==> config.mk <==
export PLATFORM = sky130hd
export DESIGN_NAME = fpec_flash_control
export DESIGN_NICKNAME = d
export VERILOG_FILES = /design/src/inc/fpec_pkg.sv /design/src/inc/fpec_page_if.sv /design/src/logic/fpec_flash_control.sv /design/src/logic/fpec_page_latch.sv /design/src/logic/fpec_power_state.sv
export SDC_FILE = /design/constraint.sdc
export NUM_CORES = 1
export LEC_CHECK = 0
export BUFFER_PORTS_ARGS = -buffer_cell sky130_fd_sc_hd__buf_2
export CAP_MARGIN = 30
export CORE_UTILIZATION = 36
export DETAILED_ROUTE_END_ITERATION = 10
export SYNTH_ARGS = -nofsm -noshare
export SYNTH_HDL_FRONTEND = slang
export SYNTH_HIERARCHICAL = 1
export SYNTH_SLANG_ARGS = --single-unit
==> constraint.sdc <==
create_clock -name clk_i -period 3.1 [get_ports clk_i]
set_input_delay 0.62 -clock clk_i [delete_from_list [all_inputs] [get_ports clk_i]]
set_output_delay 0.62 -clock clk_i [all_outputs]
set_load 0.03 [all_outputs]
==> src/inc/fpec_pkg.sv <==
// Package for the flash program/erase control block: bit positions, reset values, modes.
// Assumes a single 200 MHz system clock domain.
package fpec_pkg;
    localparam int          DATA_W      = 8;
    localparam int          ADDR_W      = 16;
    localparam int          PAGE_BYTES  = 128;
    localparam int          PAGE_IW     = 7;
    localparam int          BLOCKS      = 8;
    // Flash control one fields
    localparam int          C1_P        = 0;
    localparam int          C1_E        = 1;
    localparam int          C1_PV       = 2;
    localparam int          C1_EV       = 3;
    localparam int          C1_SWE      = 6;
    // Flash control two field
    localparam int          C2_ERR      = 7;
    // Flash power control field
    localparam int          PWR_PDS     = 7;
    localparam logic [7:0]  C1_RST      = 8'h00;
    localparam logic [7:0]  C2_RST      = 8'h00;
    localparam logic [7:0]  EBS_RST     = 8'h00;
    localparam logic [7:0]  PWR_RST     = 8'h00;
    localparam logic [7:0]  DUMMY_BYTE  = 8'hFF;
    localparam logic [1:0]  VER_ALIGN   = 2'h0;
    localparam logic [7:0]  CNT_FULL    = 8'h80;

    typedef enum logic [2:0] {
        FM_READ  = 3'h0,
        FM_PROG  = 3'h1,
        FM_PVER  = 3'h3,
        FM_ERASE = 3'h2,
        FM_EVER  = 3'h6
    } fpec_mode_type;

    typedef enum logic [2:0] {
        LSI_ACTIVE   = 3'h0,
        LSI_SLEEP    = 3'h1,
        LSI_SUBACT   = 3'h3,
        LSI_SUBSLEEP = 3'h2,
        LSI_STANDBY  = 3'h6
    } fpec_lsi_type;

    typedef enum logic [1:0] {
        FS_NORMAL  = 2'h0,
        FS_PDOWN   = 2'h1,
        FS_STANDBY = 2'h3
    } fpec_fstate_type;
endpackage

==> src/inc/fpec_page_if.sv <==
// Carrier between the controller and the 128-byte page latch.
// Assumes both ends share clk_i.
`timescale 1ns/100ps
interface fpec_page_if #(parameter int AW = 16, parameter int IW = 7);
    logic          load;
    logic          clear;
    logic [AW-1:0] addr;
    logic [7:0]    data;
    logic [IW-1:0] rd_idx;
    logic          full;
    logic [AW-1:0] base;
    logic [7:0]    rd_data;
    modport ctrl  (output load, clear, addr, data, rd_idx, input full, base, rd_data);
    modport latch (input load, clear, addr, data, rd_idx, output full, base, rd_data);
endinterface

==> src/logic/fpec_flash_control.sv <==
// Flash program/erase controller: control registers, pulses, verify, protection.
// Assumes CPU strobes are one-cycle and synchronous; resetn_i is the power-on reset.
`timescale 1ns/100ps
module fpec_flash_control
    import fpec_pkg::*;
#(
    parameter int NBLK = fpec_pkg::BLOCKS
) (
    input  wire logic                      clk_i,
    input  wire logic                      resetn_i,
    input  wire logic                      sys_reset_i,
    input  fpec_pkg::fpec_lsi_type         lsi_mode_i,
    input  wire logic                      boot_run_i,
    input  wire logic                      exception_i,
    input  wire logic                      sleep_i,
    input  wire logic                      c1_wr_i,
    input  wire logic [7:0]                c1_wdata_i,
    input  wire logic                      ebs_wr_i,
    input  wire logic [NBLK-1:0]           ebs_wdata_i,
    input  wire logic                      pwr_wr_i,
    input  wire logic [7:0]                pwr_wdata_i,
    input  wire logic                      flash_wr_i,
    input  wire logic                      flash_rd_i,
    input  wire logic [fpec_pkg::ADDR_W-1:0] flash_addr_i,
    input  wire logic [7:0]                flash_wdata_i,
    input  wire logic [31:0]               array_rdata_i,
    input  wire logic [fpec_pkg::PAGE_IW-1:0] page_rd_idx_i,
    output logic [7:0]                     flash_control_one_o,
    output logic [7:0]                     flash_control_two_o,
    output logic [NBLK-1:0]                erase_block_select_o,
    output logic [7:0]                     flash_power_control_o,
    output fpec_pkg::fpec_mode_type        flash_mode_o,
    output logic                           program_pulse_o,
    output logic                           erase_pulse_o,
    output logic [NBLK-1:0]                erase_blocks_o,
    output logic [fpec_pkg::ADDR_W-1:0]    page_addr_o,
    output logic [7:0]                     page_rd_data_o,
    output logic                           irq_block_o,
    output logic                           verify_armed_o,
    output logic [fpec_pkg::ADDR_W-1:0]    verify_addr_o,
    output logic                           verify_valid_o,
    output logic [31:0]                    verify_data_o,
    output fpec_pkg::fpec_fstate_type      flash_state_o
);
    import fpec_pkg::*;

    fpec_page_if #(.AW(ADDR_W), .IW(PAGE_IW)) pg ();

    logic [7:0]        c1_r;
    logic [7:0]        c1_nxt;
    logic              err_r;
    logic              err_nxt;
    logic [NBLK-1:0]   ebs_r;
    logic [NBLK-1:0]   ebs_nxt;
    logic              pds_r;
    logic              pds_nxt;
    fpec_mode_type     mode_r;
    fpec_mode_type     mode_nxt;
    logic              pp_r;
    logic              pp_nxt;
    logic              ep_r;
    logic              ep_nxt;
    logic [NBLK-1:0]   eblk_r;
    logic [NBLK-1:0]   eblk_nxt;
    logic              irqb_r;
    logic              irqb_nxt;
    logic              varm_r;
    logic              varm_nxt;
    logic [ADDR_W-1:0] vaddr_r;
    logic [ADDR_W-1:0] vaddr_nxt;
    logic              vval_r;
    logic              vval_nxt;
    logic [31:0]       vdat_r;
    logic [31:0]       vdat_nxt;
    logic              hw_prot;
    logic              err_evt;
    logic              in_verify;
    logic              dummy_wr;

    always_comb begin
        hw_prot   = sys_reset_i || lsi_mode_i == LSI_SUBACT ||
                    lsi_mode_i == LSI_SUBSLEEP || lsi_mode_i == LSI_STANDBY;
        // Any of the three hazards while a pulse is applied
        err_evt   = (pp_r || ep_r) && (flash_rd_i || exception_i || sleep_i);
        err_nxt   = err_r || err_evt;
        c1_nxt    = c1_r;
        ebs_nxt   = ebs_r;
        pds_nxt   = pds_r;
        if (c1_wr_i) begin
            c1_nxt = c1_wdata_i;
        end
        if (ebs_wr_i) begin
            ebs_nxt = ebs_wdata_i;
        end
        if (pwr_wr_i) begin
            pds_nxt = pwr_wdata_i[PWR_PDS];
        end
        if (hw_prot) begin
            c1_nxt  = C1_RST;
            ebs_nxt = EBS_RST[NBLK-1:0];
        end
        // Pulses follow their bits; write enable, error and protection gate them
        pp_nxt    = c1_nxt[C1_P] && c1_nxt[C1_SWE] && !err_nxt && !hw_prot &&
                    pg.full;
        ep_nxt    = c1_nxt[C1_E] && c1_nxt[C1_SWE] && !err_nxt && !hw_prot &&
                    !pp_nxt && (ebs_nxt != '0);
        eblk_nxt  = ep_nxt ? ebs_nxt : '0;
        if (pp_nxt) begin
            mode_nxt = FM_PROG;
        end else if (ep_nxt) begin
            mode_nxt = FM_ERASE;
        end else if (c1_nxt[C1_PV]) begin
            mode_nxt = FM_PVER;
        end else if (c1_nxt[C1_EV]) begin
            mode_nxt = FM_EVER;
        end else begin
            mode_nxt = FM_READ;
        end
        irqb_nxt  = pp_nxt || ep_nxt || boot_run_i;
        in_verify = mode_r == FM_PVER || mode_r == FM_EVER;
        dummy_wr  = flash_wr_i && in_verify && flash_wdata_i == DUMMY_BYTE &&
                    flash_addr_i[1:0] == VER_ALIGN;
        varm_nxt  = varm_r;
        vaddr_nxt = vaddr_r;
        if (dummy_wr) begin
            varm_nxt  = 1'b1;
            vaddr_nxt = flash_addr_i;
        end else if (mode_nxt != FM_PVER && mode_nxt != FM_EVER) begin
            varm_nxt  = 1'b0;
        end
        vval_nxt  = flash_rd_i && varm_r && in_verify;
        vdat_nxt  = vval_nxt ? array_rdata_i : vdat_r;
        // Page bytes are taken only while writing is enabled and no mode is set
        pg.load   = flash_wr_i && c1_r[C1_SWE] && mode_r == FM_READ &&
                    !c1_r[C1_P] && !err_r;
        pg.clear  = hw_prot || (pp_r && !pp_nxt);
        pg.addr   = flash_addr_i;
        pg.data   = flash_wdata_i;
        pg.rd_idx = page_rd_idx_i;
    end

    always_ff @(posedge clk_i or negedge resetn_i) begin
        if (!resetn_i) begin
            c1_r    <= C1_RST;
            err_r   <= C2_RST[C2_ERR];
            ebs_r   <= EBS_RST[NBLK-1:0];
            pds_r   <= PWR_RST[PWR_PDS];
            mode_r  <= FM_READ;
            pp_r    <= 1'b0;
            ep_r    <= 1'b0;
            eblk_r  <= '0;
            irqb_r  <= 1'b0;
            varm_r  <= 1'b0;
            vaddr_r <= '0;
            vval_r  <= 1'b0;
            vdat_r  <= 32'h0000_0000;
        end else begin
            c1_r    <= c1_nxt;
            err_r   <= err_nxt;
            ebs_r   <= ebs_nxt;
            pds_r   <= pds_nxt;
            mode_r  <= mode_nxt;
            pp_r    <= pp_nxt;
            ep_r    <= ep_nxt;
            eblk_r  <= eblk_nxt;
            irqb_r  <= irqb_nxt;
            varm_r  <= varm_nxt;
            vaddr_r <= vaddr_nxt;
            vval_r  <= vval_nxt;
            vdat_r  <= vdat_nxt;
        end
    end

    fpec_page_latch #(.DEPTH(PAGE_BYTES)) u_page (
        .clk_i    (clk_i),
        .resetn_i (resetn_i),
        .pg       (pg.latch)
    );

    fpec_power_state u_power (
        .clk_i      (clk_i),
        .resetn_i   (resetn_i),
        .lsi_mode_i (lsi_mode_i),
        .pds_i      (pds_r),
        .fstate_o   (flash_state_o)
    );

    assign flash_control_one_o   = c1_r;
    assign flash_control_two_o   = {err_r, 7'h00};
    assign erase_block_select_o  = ebs_r;
    assign flash_power_control_o = {pds_r, 7'h00};
    assign flash_mode_o          = mode_r;
    assign program_pulse_o       = pp_r;
    assign erase_pulse_o         = ep_r;
    assign erase_blocks_o        = eblk_r;
    assign page_addr_o           = pg.base;
    assign page_rd_data_o        = pg.rd_data;
    assign irq_block_o           = irqb_r;
    assign verify_armed_o        = varm_r;
    assign verify_addr_o         = vaddr_r;
    assign verify_valid_o        = vval_r;
    assign verify_data_o         = vdat_r;
endmodule // fpec_flash_control

==> src/logic/fpec_page_latch.sv <==
// Page latch: collects consecutive byte writes of one program page and its address.
// Assumes the controller raises load only while programming data may be latched.
`timescale 1ns/100ps
module fpec_page_latch
    import fpec_pkg::*;
#(
    parameter int DEPTH = fpec_pkg::PAGE_BYTES
) (
    input  wire logic   clk_i,
    input  wire logic   resetn_i,
    fpec_page_if.latch  pg
);
    logic [7:0]        cnt_r;
    logic [7:0]        cnt_nxt;
    logic [ADDR_W-1:0] base_r;
    logic [ADDR_W-1:0] base_nxt;
    logic [7:0]        rdat_r;
    logic [7:0]        mem [DEPTH];

    always_comb begin
        cnt_nxt  = cnt_r;
        base_nxt = base_r;
        if (pg.clear) begin
            cnt_nxt = 8'h00;
        end else if (pg.load && cnt_r != CNT_FULL) begin
            // Page start keeps only the page-aligned part of the first address
            if (cnt_r == 8'h00) begin
                base_nxt = {pg.addr[ADDR_W-1:PAGE_IW], {PAGE_IW{1'b0}}};
            end
            cnt_nxt = cnt_r + 8'h01;
        end
    end

    always_ff @(posedge clk_i or negedge resetn_i) begin
        if (!resetn_i) begin
            cnt_r  <= 8'h00;
            base_r <= '0;
            rdat_r <= 8'h00;
        end else begin
            cnt_r  <= cnt_nxt;
            base_r <= base_nxt;
            rdat_r <= mem[pg.rd_idx];
        end
    end

    always_ff @(posedge clk_i) begin
        if (pg.load && !pg.clear && cnt_r != CNT_FULL) begin
            mem[pg.addr[PAGE_IW-1:0]] <= pg.data;
        end
    end

    assign pg.full    = (cnt_r == CNT_FULL);
    assign pg.base    = base_r;
    assign pg.rd_data = rdat_r;
endmodule // fpec_page_latch

==> src/logic/fpec_power_state.sv <==
// Maps the chip operating state and the power-down select onto the flash state.
// Assumes the operating state input is already synchronous to clk_i.
`timescale 1ns/100ps
module fpec_power_state
    import fpec_pkg::*;
(
    input  wire logic            clk_i,
    input  wire logic            resetn_i,
    input  fpec_pkg::fpec_lsi_type lsi_mode_i,
    input  wire logic            pds_i,
    output fpec_pkg::fpec_fstate_type fstate_o
);
    fpec_fstate_type fs_r;
    fpec_fstate_type fs_nxt;

    always_comb begin
        unique case (lsi_mode_i)
            LSI_ACTIVE,
            LSI_SLEEP:    fs_nxt = FS_NORMAL;
            LSI_SUBACT:   fs_nxt = pds_i ? FS_NORMAL : FS_PDOWN;
            LSI_SUBSLEEP,
            LSI_STANDBY:  fs_nxt = FS_STANDBY;
            default:      fs_nxt = FS_STANDBY;
        endcase
    end

    always_ff @(posedge clk_i or negedge resetn_i) begin
        if (!resetn_i) begin
            fs_r <= FS_NORMAL;
        end else begin
            fs_r <= fs_nxt;
        end
    end

    assign fstate_o = fs_r;
endmodule // fpec_power_state

**After elaboration in Yosys (flattened, before gate mapping)**

Memory sizes are Yosys's and may differ from the RTL's. A register that Yosys moved wholly into a read port is not among the register bits.
Index checks and enable logic that the tools add are counted.

- Output and inout port bits: 122
- Memory bits (writable): 1024
- Logic and storage cells: 100
- Bits of input ports: 101
- Register bits: 101
- Memories: 1

Memory list:

| name | words | width | read ports | clocked after memory_dff | write ports | line | RTL |
|---|---|---|---|---|---|---|---|
| u_page.mem | 128 | 8 | 1 | 1 | 1 | fpec_page_latch.sv:18 | `logic [7:0] mem [DEPTH];` |

- Add/sub/neg operators: 1
- Mux-type cells: 17
- Bitwise gates (word level): 1
- Reduce and logical (&&, ||, !) cells: 52
- Eq/ne operators: 11

Operators with widths:

| cell | number |
|---|---|
| two-way mux 8 bit | 7 |
| logical AND 1 bit | 24 |
| == test 8 bit, second input constant | 2 |
| two-way mux 3 bit | 4 |
| logical OR 1 bit | 11 |
| == test 3 x 2 -> 1 bit, second input constant | 3 |
| adder 8 x 1 -> 8 bit, second input constant | 1 |
| logical NOT 8 bit | 1 |
| != test 8 bit, second input constant | 1 |
| nonzero test 8 bit | 1 |
| logical NOT 1 bit | 7 |
| == test 3 bit, second input constant | 2 |
| logical NOT 3 bit | 2 |
| nonzero test 2 bit | 3 |
| two-way mux 1 bit | 5 |
| one-hot mux 2 bit (2 select lines) | 1 |
| == test 3 x 1 -> 1 bit, second input constant | 1 |
| != test 3 x 2 -> 1 bit, second input constant | 1 |
| != test 3 bit, second input constant | 1 |
| AND reduction 3 bit | 1 |
| logical NOT 2 bit | 1 |
| OR reduction 2 bit | 1 |
| NOT 1 bit | 1 |

**Longest topological paths before layout**

- Depth after elaboration: 18
- Mapped depth: 12
- Depth with buffers taken out: 10

**By module**

Netlist, hierarchy kept.

By module, submodules not included:

| module | cells each | seq. area each (um^2) | instances | area each (um^2) |
|---|---|---|---|---|
| fpec_page_latch | 1706 | 31375.1 | 1 | 40538.9 |
| fpec_flash_control | 244 | 2052.0 | 1 | 3380.7 |
| fpec_power_state | 6 | 50.0 | 1 | 72.6 |

**Least setup slack after synthesis**

OpenSTA, ideal clock, no wires.

- Path type: input port to flip-flop
- From: input port exception_i
- To: memory u_page.mem[127][0], enable pin
- Library setup time: 0.371 ns
- Path buffers: 2
- Arrival: 3.149 ns
- Stages on the path: 9
- Required time: 2.729 ns
- Path slack: -0.420 ns
- Cell sequence: or4_4 -> a2111oi_4 -> nand2_1 -> a21o_1 -> a311oi_1 -> clkbuf_1 -> nand4_1 -> clkbuf_1 -> nor2_1

- Longest elaborated chain between the ends: 16

Ends and longest elaborated chain:

| what | line | RTL |
|---|---|---|
| start, declared | fpec_flash_control.sv:14 | `input wire logic exception_i,` |
| logical OR 1 bit (2 in a row) | fpec_flash_control.sv:84 | `err_evt = (pp_r \|\| ep_r) && (flash_rd_i \|\| exception_i \|\| sleep_i);` |
| logical AND 1 bit | fpec_flash_control.sv:84 |  |
| logical OR 1 bit | fpec_flash_control.sv:85 | `err_nxt = err_r \|\| err_evt;` |
| logical NOT 1 bit | fpec_flash_control.sv:103 | `pp_nxt = c1_nxt[C1_P] && c1_nxt[C1_SWE] && !err_nxt && !hw_prot &&` |
| logical AND 1 bit (3 in a row) | fpec_flash_control.sv:103 |  |
| logical NOT 1 bit | fpec_flash_control.sv:136 | `pg.clear = hw_prot \|\| (pp_r && !pp_nxt);` |
| logical AND 1 bit | fpec_flash_control.sv:136 |  |
| logical OR 1 bit | fpec_flash_control.sv:136 |  |
| net pg.clear | fpec_page_if.sv:6 | `logic clear;` |
| logical NOT 1 bit | fpec_page_latch.sv:47 | `if (pg.load && !pg.clear && cnt_r != CNT_FULL) begin` |
| logical AND 1 bit (2 in a row) | fpec_page_latch.sv:47 |  |
| two-way mux 1 bit | fpec_page_latch.sv:47 |  |
| two-way mux 1 bit (implied by the code) | fpec_page_latch.sv:48 | `mem[pg.addr[PAGE_IW-1:0]] <= pg.data;` |
| end, declared | fpec_page_latch.sv:18 |  |

The timed path passes the listed nets, and every way through them passes these cells.

**Final worst setup path**

- From: register err_r
- To: memory u_page.mem[46][6], enable pin

- Longest elaborated chain between the ends: 13
- Elaborated cells between the ends (all ways): 15
- Classes of those cells: 2 x mux; 13 x reduce/logical

Ends and longest elaborated chain:

| what | line | RTL |
|---|---|---|
| start, declared | fpec_flash_control.sv:51 | `logic err_r;` |
| start signal, assigned | fpec_flash_control.sv:145 | `err_r <= C2_RST[C2_ERR];` |
| start signal, assigned | fpec_flash_control.sv:159 | `err_r <= err_nxt;` |
| logical OR 1 bit | fpec_flash_control.sv:85 |  |
| logical NOT 1 bit | fpec_flash_control.sv:103 |  |
| logical AND 1 bit (3 in a row) | fpec_flash_control.sv:103 |  |
| logical NOT 1 bit | fpec_flash_control.sv:136 |  |
| logical AND 1 bit | fpec_flash_control.sv:136 |  |
| logical OR 1 bit | fpec_flash_control.sv:136 |  |
| net pg.clear | fpec_page_if.sv:6 |  |
| logical NOT 1 bit | fpec_page_latch.sv:47 |  |
| logical AND 1 bit (2 in a row) | fpec_page_latch.sv:47 |  |
| two-way mux 1 bit | fpec_page_latch.sv:47 |  |
| two-way mux 1 bit (implied by the code) | fpec_page_latch.sv:48 |  |

The timed path passes the listed nets, and every way through them passes these cells.

==> results_dict.tcl <==
set metrics [dict create \
    outcome "finished with violations" \
    violations "setup timing" \
    multiInputGateArea_mm2 0.0106 \
    p_int_mw 25.4 \
    die_area_mm2 0.124 \
    fmax_mhz 321 \
    ys.flop_type "edfxtp_1" \
    dr_total_vias 21668 \
    ios 223 \
    slowest_stage "or4_4" \
    diodes 0 \
    ir_drop_mv 0.493 \
    grt_pass1_vias 22477 \
    die_w_um 352 \
    avgSynthCellArea_um2 22.5 \
    drive_gt1_share_pct 45.0 \
    gr-total-overflow 0 \
    critPathKind "reg2reg" \
    crit_family "simple AND/OR/NAND/NOR gates" \
    synthCells 1956 \
    async_flop_share_pct 9.62 \
    place.port_buffers 194 \
    critPathMaxStageDelay_ps 550 \
    dp_hpwl_um 69700 \
    hold_class "in2reg" \
    pwr-share-comb_pct 6.1 \
    cp_num_buf_inv 2 \
    grt_pass1_wl_um 157000 \
    hold_viol_final 0 \
    setup_viol 3 \
    endpoint_kind "register" \
    core_mm2 0.121 \
    period_share_pct 100 \
    post_drt_wl_per_cell_um 26.3 \
    drv_cap 0 \
    fillers 10030 \
    drt-total-wl_um 108000 \
    register_area_mm2 0.0335 \
    fp.dieH_um 352 \
    tightest_slew_ps 967 \
    cts_buffers 113 \
    clockRootBuffer "clkbuf_16" \
    initial_core_util_pct 36.5 \
    antenna_found_initial 10 \
    grtUsageTotal_pct 17.6 \
    synth_edf_count 1024 \
    crit_path_cell_trace "or4_4 > a2111oi_4 > nand2_1 > a21o_1 > buf_4 > or4_4 > clkbuf_16 > nor2_4" \
    start_kind "register" \
    clock_skew_ps 27.8 \
    htreeDepth 3 \
    p_leak_nw 18.1 \
    clkSinkCount 1133 \
    fin_ws_ps -11.7 \
    ys_ff_latch 1133 \
    critPathMostFrequentCell "or4_4" \
    drt_iter0_drc 2058 \
    ys_seq_area_share_pct 76.1 \
    vias_per_cell 5.26 \
    grt_max_degree 129 \
    area_growth_pct 22.8 \
    p_seq_share_pct 52.0 \
    clock_latency_ps 700 \
    gp_congestion 0.836 \
    clkSlewWorstSetupHoldPaths_ps 60 \
    rsz0062_at_grt "true" \
    arrival_ps 3460 \
    slew_viol_final 0 \
    switching_power_mw 6.86 \
    ys_types 51 \
    min_period_ps 3110 \
    cts_tree "yes" \
    path_max_fanout 8 \
    power_mw 32.2 \
    power_density_mw_per_mm2 597 \
    syn_area_mm2 0.0440 \
    pwr-share-clk_pct 42.0 \
    final_nets 2512 \
    slew_headroom_pct 35.3 \
    swShare_pct 21.3 \
    rows 127 \
    ant_nets 0 \
    cts.path.max_buffers 3 \
    drc 0 \
    yosysWarnings 6 \
    drt_first_pass_iters 5 \
    place_ws_ps -427 \
    required_ps 3450 \
]
[path summary, 6_finish.rpt]
path	slack (ps)	depth (start not counted)	end	startpoint
max in group asynchronous	1790	3	u_page/pg.rd_data[6]$_DFF_PN0_	resetn_i
min in group asynchronous	450	2	erase_blocks_o[7]$_DFF_PN0_	resetn_i
setup reg to reg	-10	8	u_page/mem[46][6]$_DFFE_PP_	err_r$_DFF_PN0_
setup / recovery	-10	8	u_page/mem[46][6]$_DFFE_PP_	err_r$_DFF_PN0_
hold reg to reg	500	1	verify_addr_o[0]$_DFFE_PN0P_	verify_addr_o[0]$_DFFE_PN0P_
hold / removal	170	2	verify_data_o[27]$_DFFE_PN0P_	array_rdata_i[27]
[power groups by stage]
stage                     logic (mW)  clock network, mW  registers (mW)
after detailed placement        1.95                  0            17.1
final                           1.95               13.5            16.7
after global routing            2.06               14.4            16.7
after global placement          1.92                  0            17.1
after CTS                       1.97               13.8            16.7
after floorplan                0.895                  0            17.2
[state kept, by name, summed over array words and instances (netlist names)]
register,cells
pds_r,1
u_page/mem,1024
err_r,1
verify_armed_o,1
flash_control_one_o,8
erase_blocks_o,8
verify_valid_o,1
program_pulse_o,1
u_page/pg.base,9
erase_pulse_o,1
flash_mode_o,3
verify_addr_o,16
erase_block_select_o,8
u_power/fstate_o,2
u_page/cnt_r,8
verify_data_o,32
irq_block_o,1
u_page/pg.rd_data,8
[kinds of logic (layout without fill, tap and decap cells)]
family	count (synthesis)	count (layout)	synth area share (%)
multiplexers	416	416	19.2
buffers and inverters	136	665	1.56
flip-flops	1133	1133	76.1
AND/OR/NAND/NOR	243	243	2.59
AO/OA/AOI/OAI	19	19	0.370
adder cells (fa/ha/maj)	2	2	0.0569
other	2	21	0.0171
XOR/XNOR	5	5	0.0996
[metrics by stage]
stage	hold WS (ps)	TNS (ps)	utilization, %	area, um2	std cells
floorplan	324	-119930	-	44500	1975
global placement	472	-322530	40.9	49300	3880
detailed placement	480	-341190	40.9	49300	3880
CTS	113	0	44.0	53000	4096
global route	130	-33510	44.8	54000	4116
finish	172	-34.8	44.8	54000	4116
[layout make-up]
| type | count | share of cell area [%] |
|---|---|---|
| multi-input combinational | 706 | 19.7 |
| clock inverter | 62 | 1.21 |
| timing repair buffer | 444 | 7.71 |
| tap | 1612 | 3.73 |
| sequential | 1133 | 62.0 |
| inverter | 11 | 0.0764 |
| clock buffer | 148 | 5.61 |
[repair_timing]
action	in CTS	in global routing
gates cloned	0	2
hold buffers	1	0
setup buffers	5	17
setup endpoints to repair	603	1024
endpoints found under the hold margin	35	0
resized for setup	4	156
pin swaps	3	33
[cell usage after synthesis, types with 3 or more instances]
master	n	share of area (%)
edfxtp_1	1024	70
mux4_2	336	17
nor2_1	153	1.3
dfrtp_1	109	6.2
mux2_2	64	1.6
clkbuf_1	54	0.46
buf_4	38	0.65
nand2_1	19	0.16
buf_1	16	0.14
mux2i_1	16	0.36
buf_2	15	0.17
nand3_1	14	0.16
inv_1	11	0.094
nand4_1	8	0.11
nor2b_1	7	0.10
nor3_2	7	0.16
nand3b_1	5	0.085
nor4_1	5	0.071
or3_1	5	0.071
a21oi_1	4	0.046
a21o_1	3	0.051
and2_1	3	0.043
xor2_1	3	0.060
[metal layers]
layer | up-vias | track usage [%] | share of wire, % | wire length (um)
li1 | 9041 | - | - | -
met1 | 11637 | 24.5 | 42 | 45300
met2 | 845 | 28.9 | 49 | 53100
met3 | 143 | 2.97 | 6.7 | 7250
met4 | 2 | 3.95 | 2.2 | 2390
met5 | - | 0 | 0.010 | 11
[cells in the final DEF (no fill, tap or decap), drive strengths merged, types with 19 or more instances in the layout]
cell type / Yosys / final
nor2: 153 / 153
edfxtp: 1024 / 1024
nand2: 19 / 19
mux2: 64 / 64
clkbuf: 54 / 150
clkinv: 0 / 42
conb: 2 / 21
mux4: 336 / 336
buf: 71 / 441
dfrtp: 109 / 109
(Power assumes the default switching activity.)
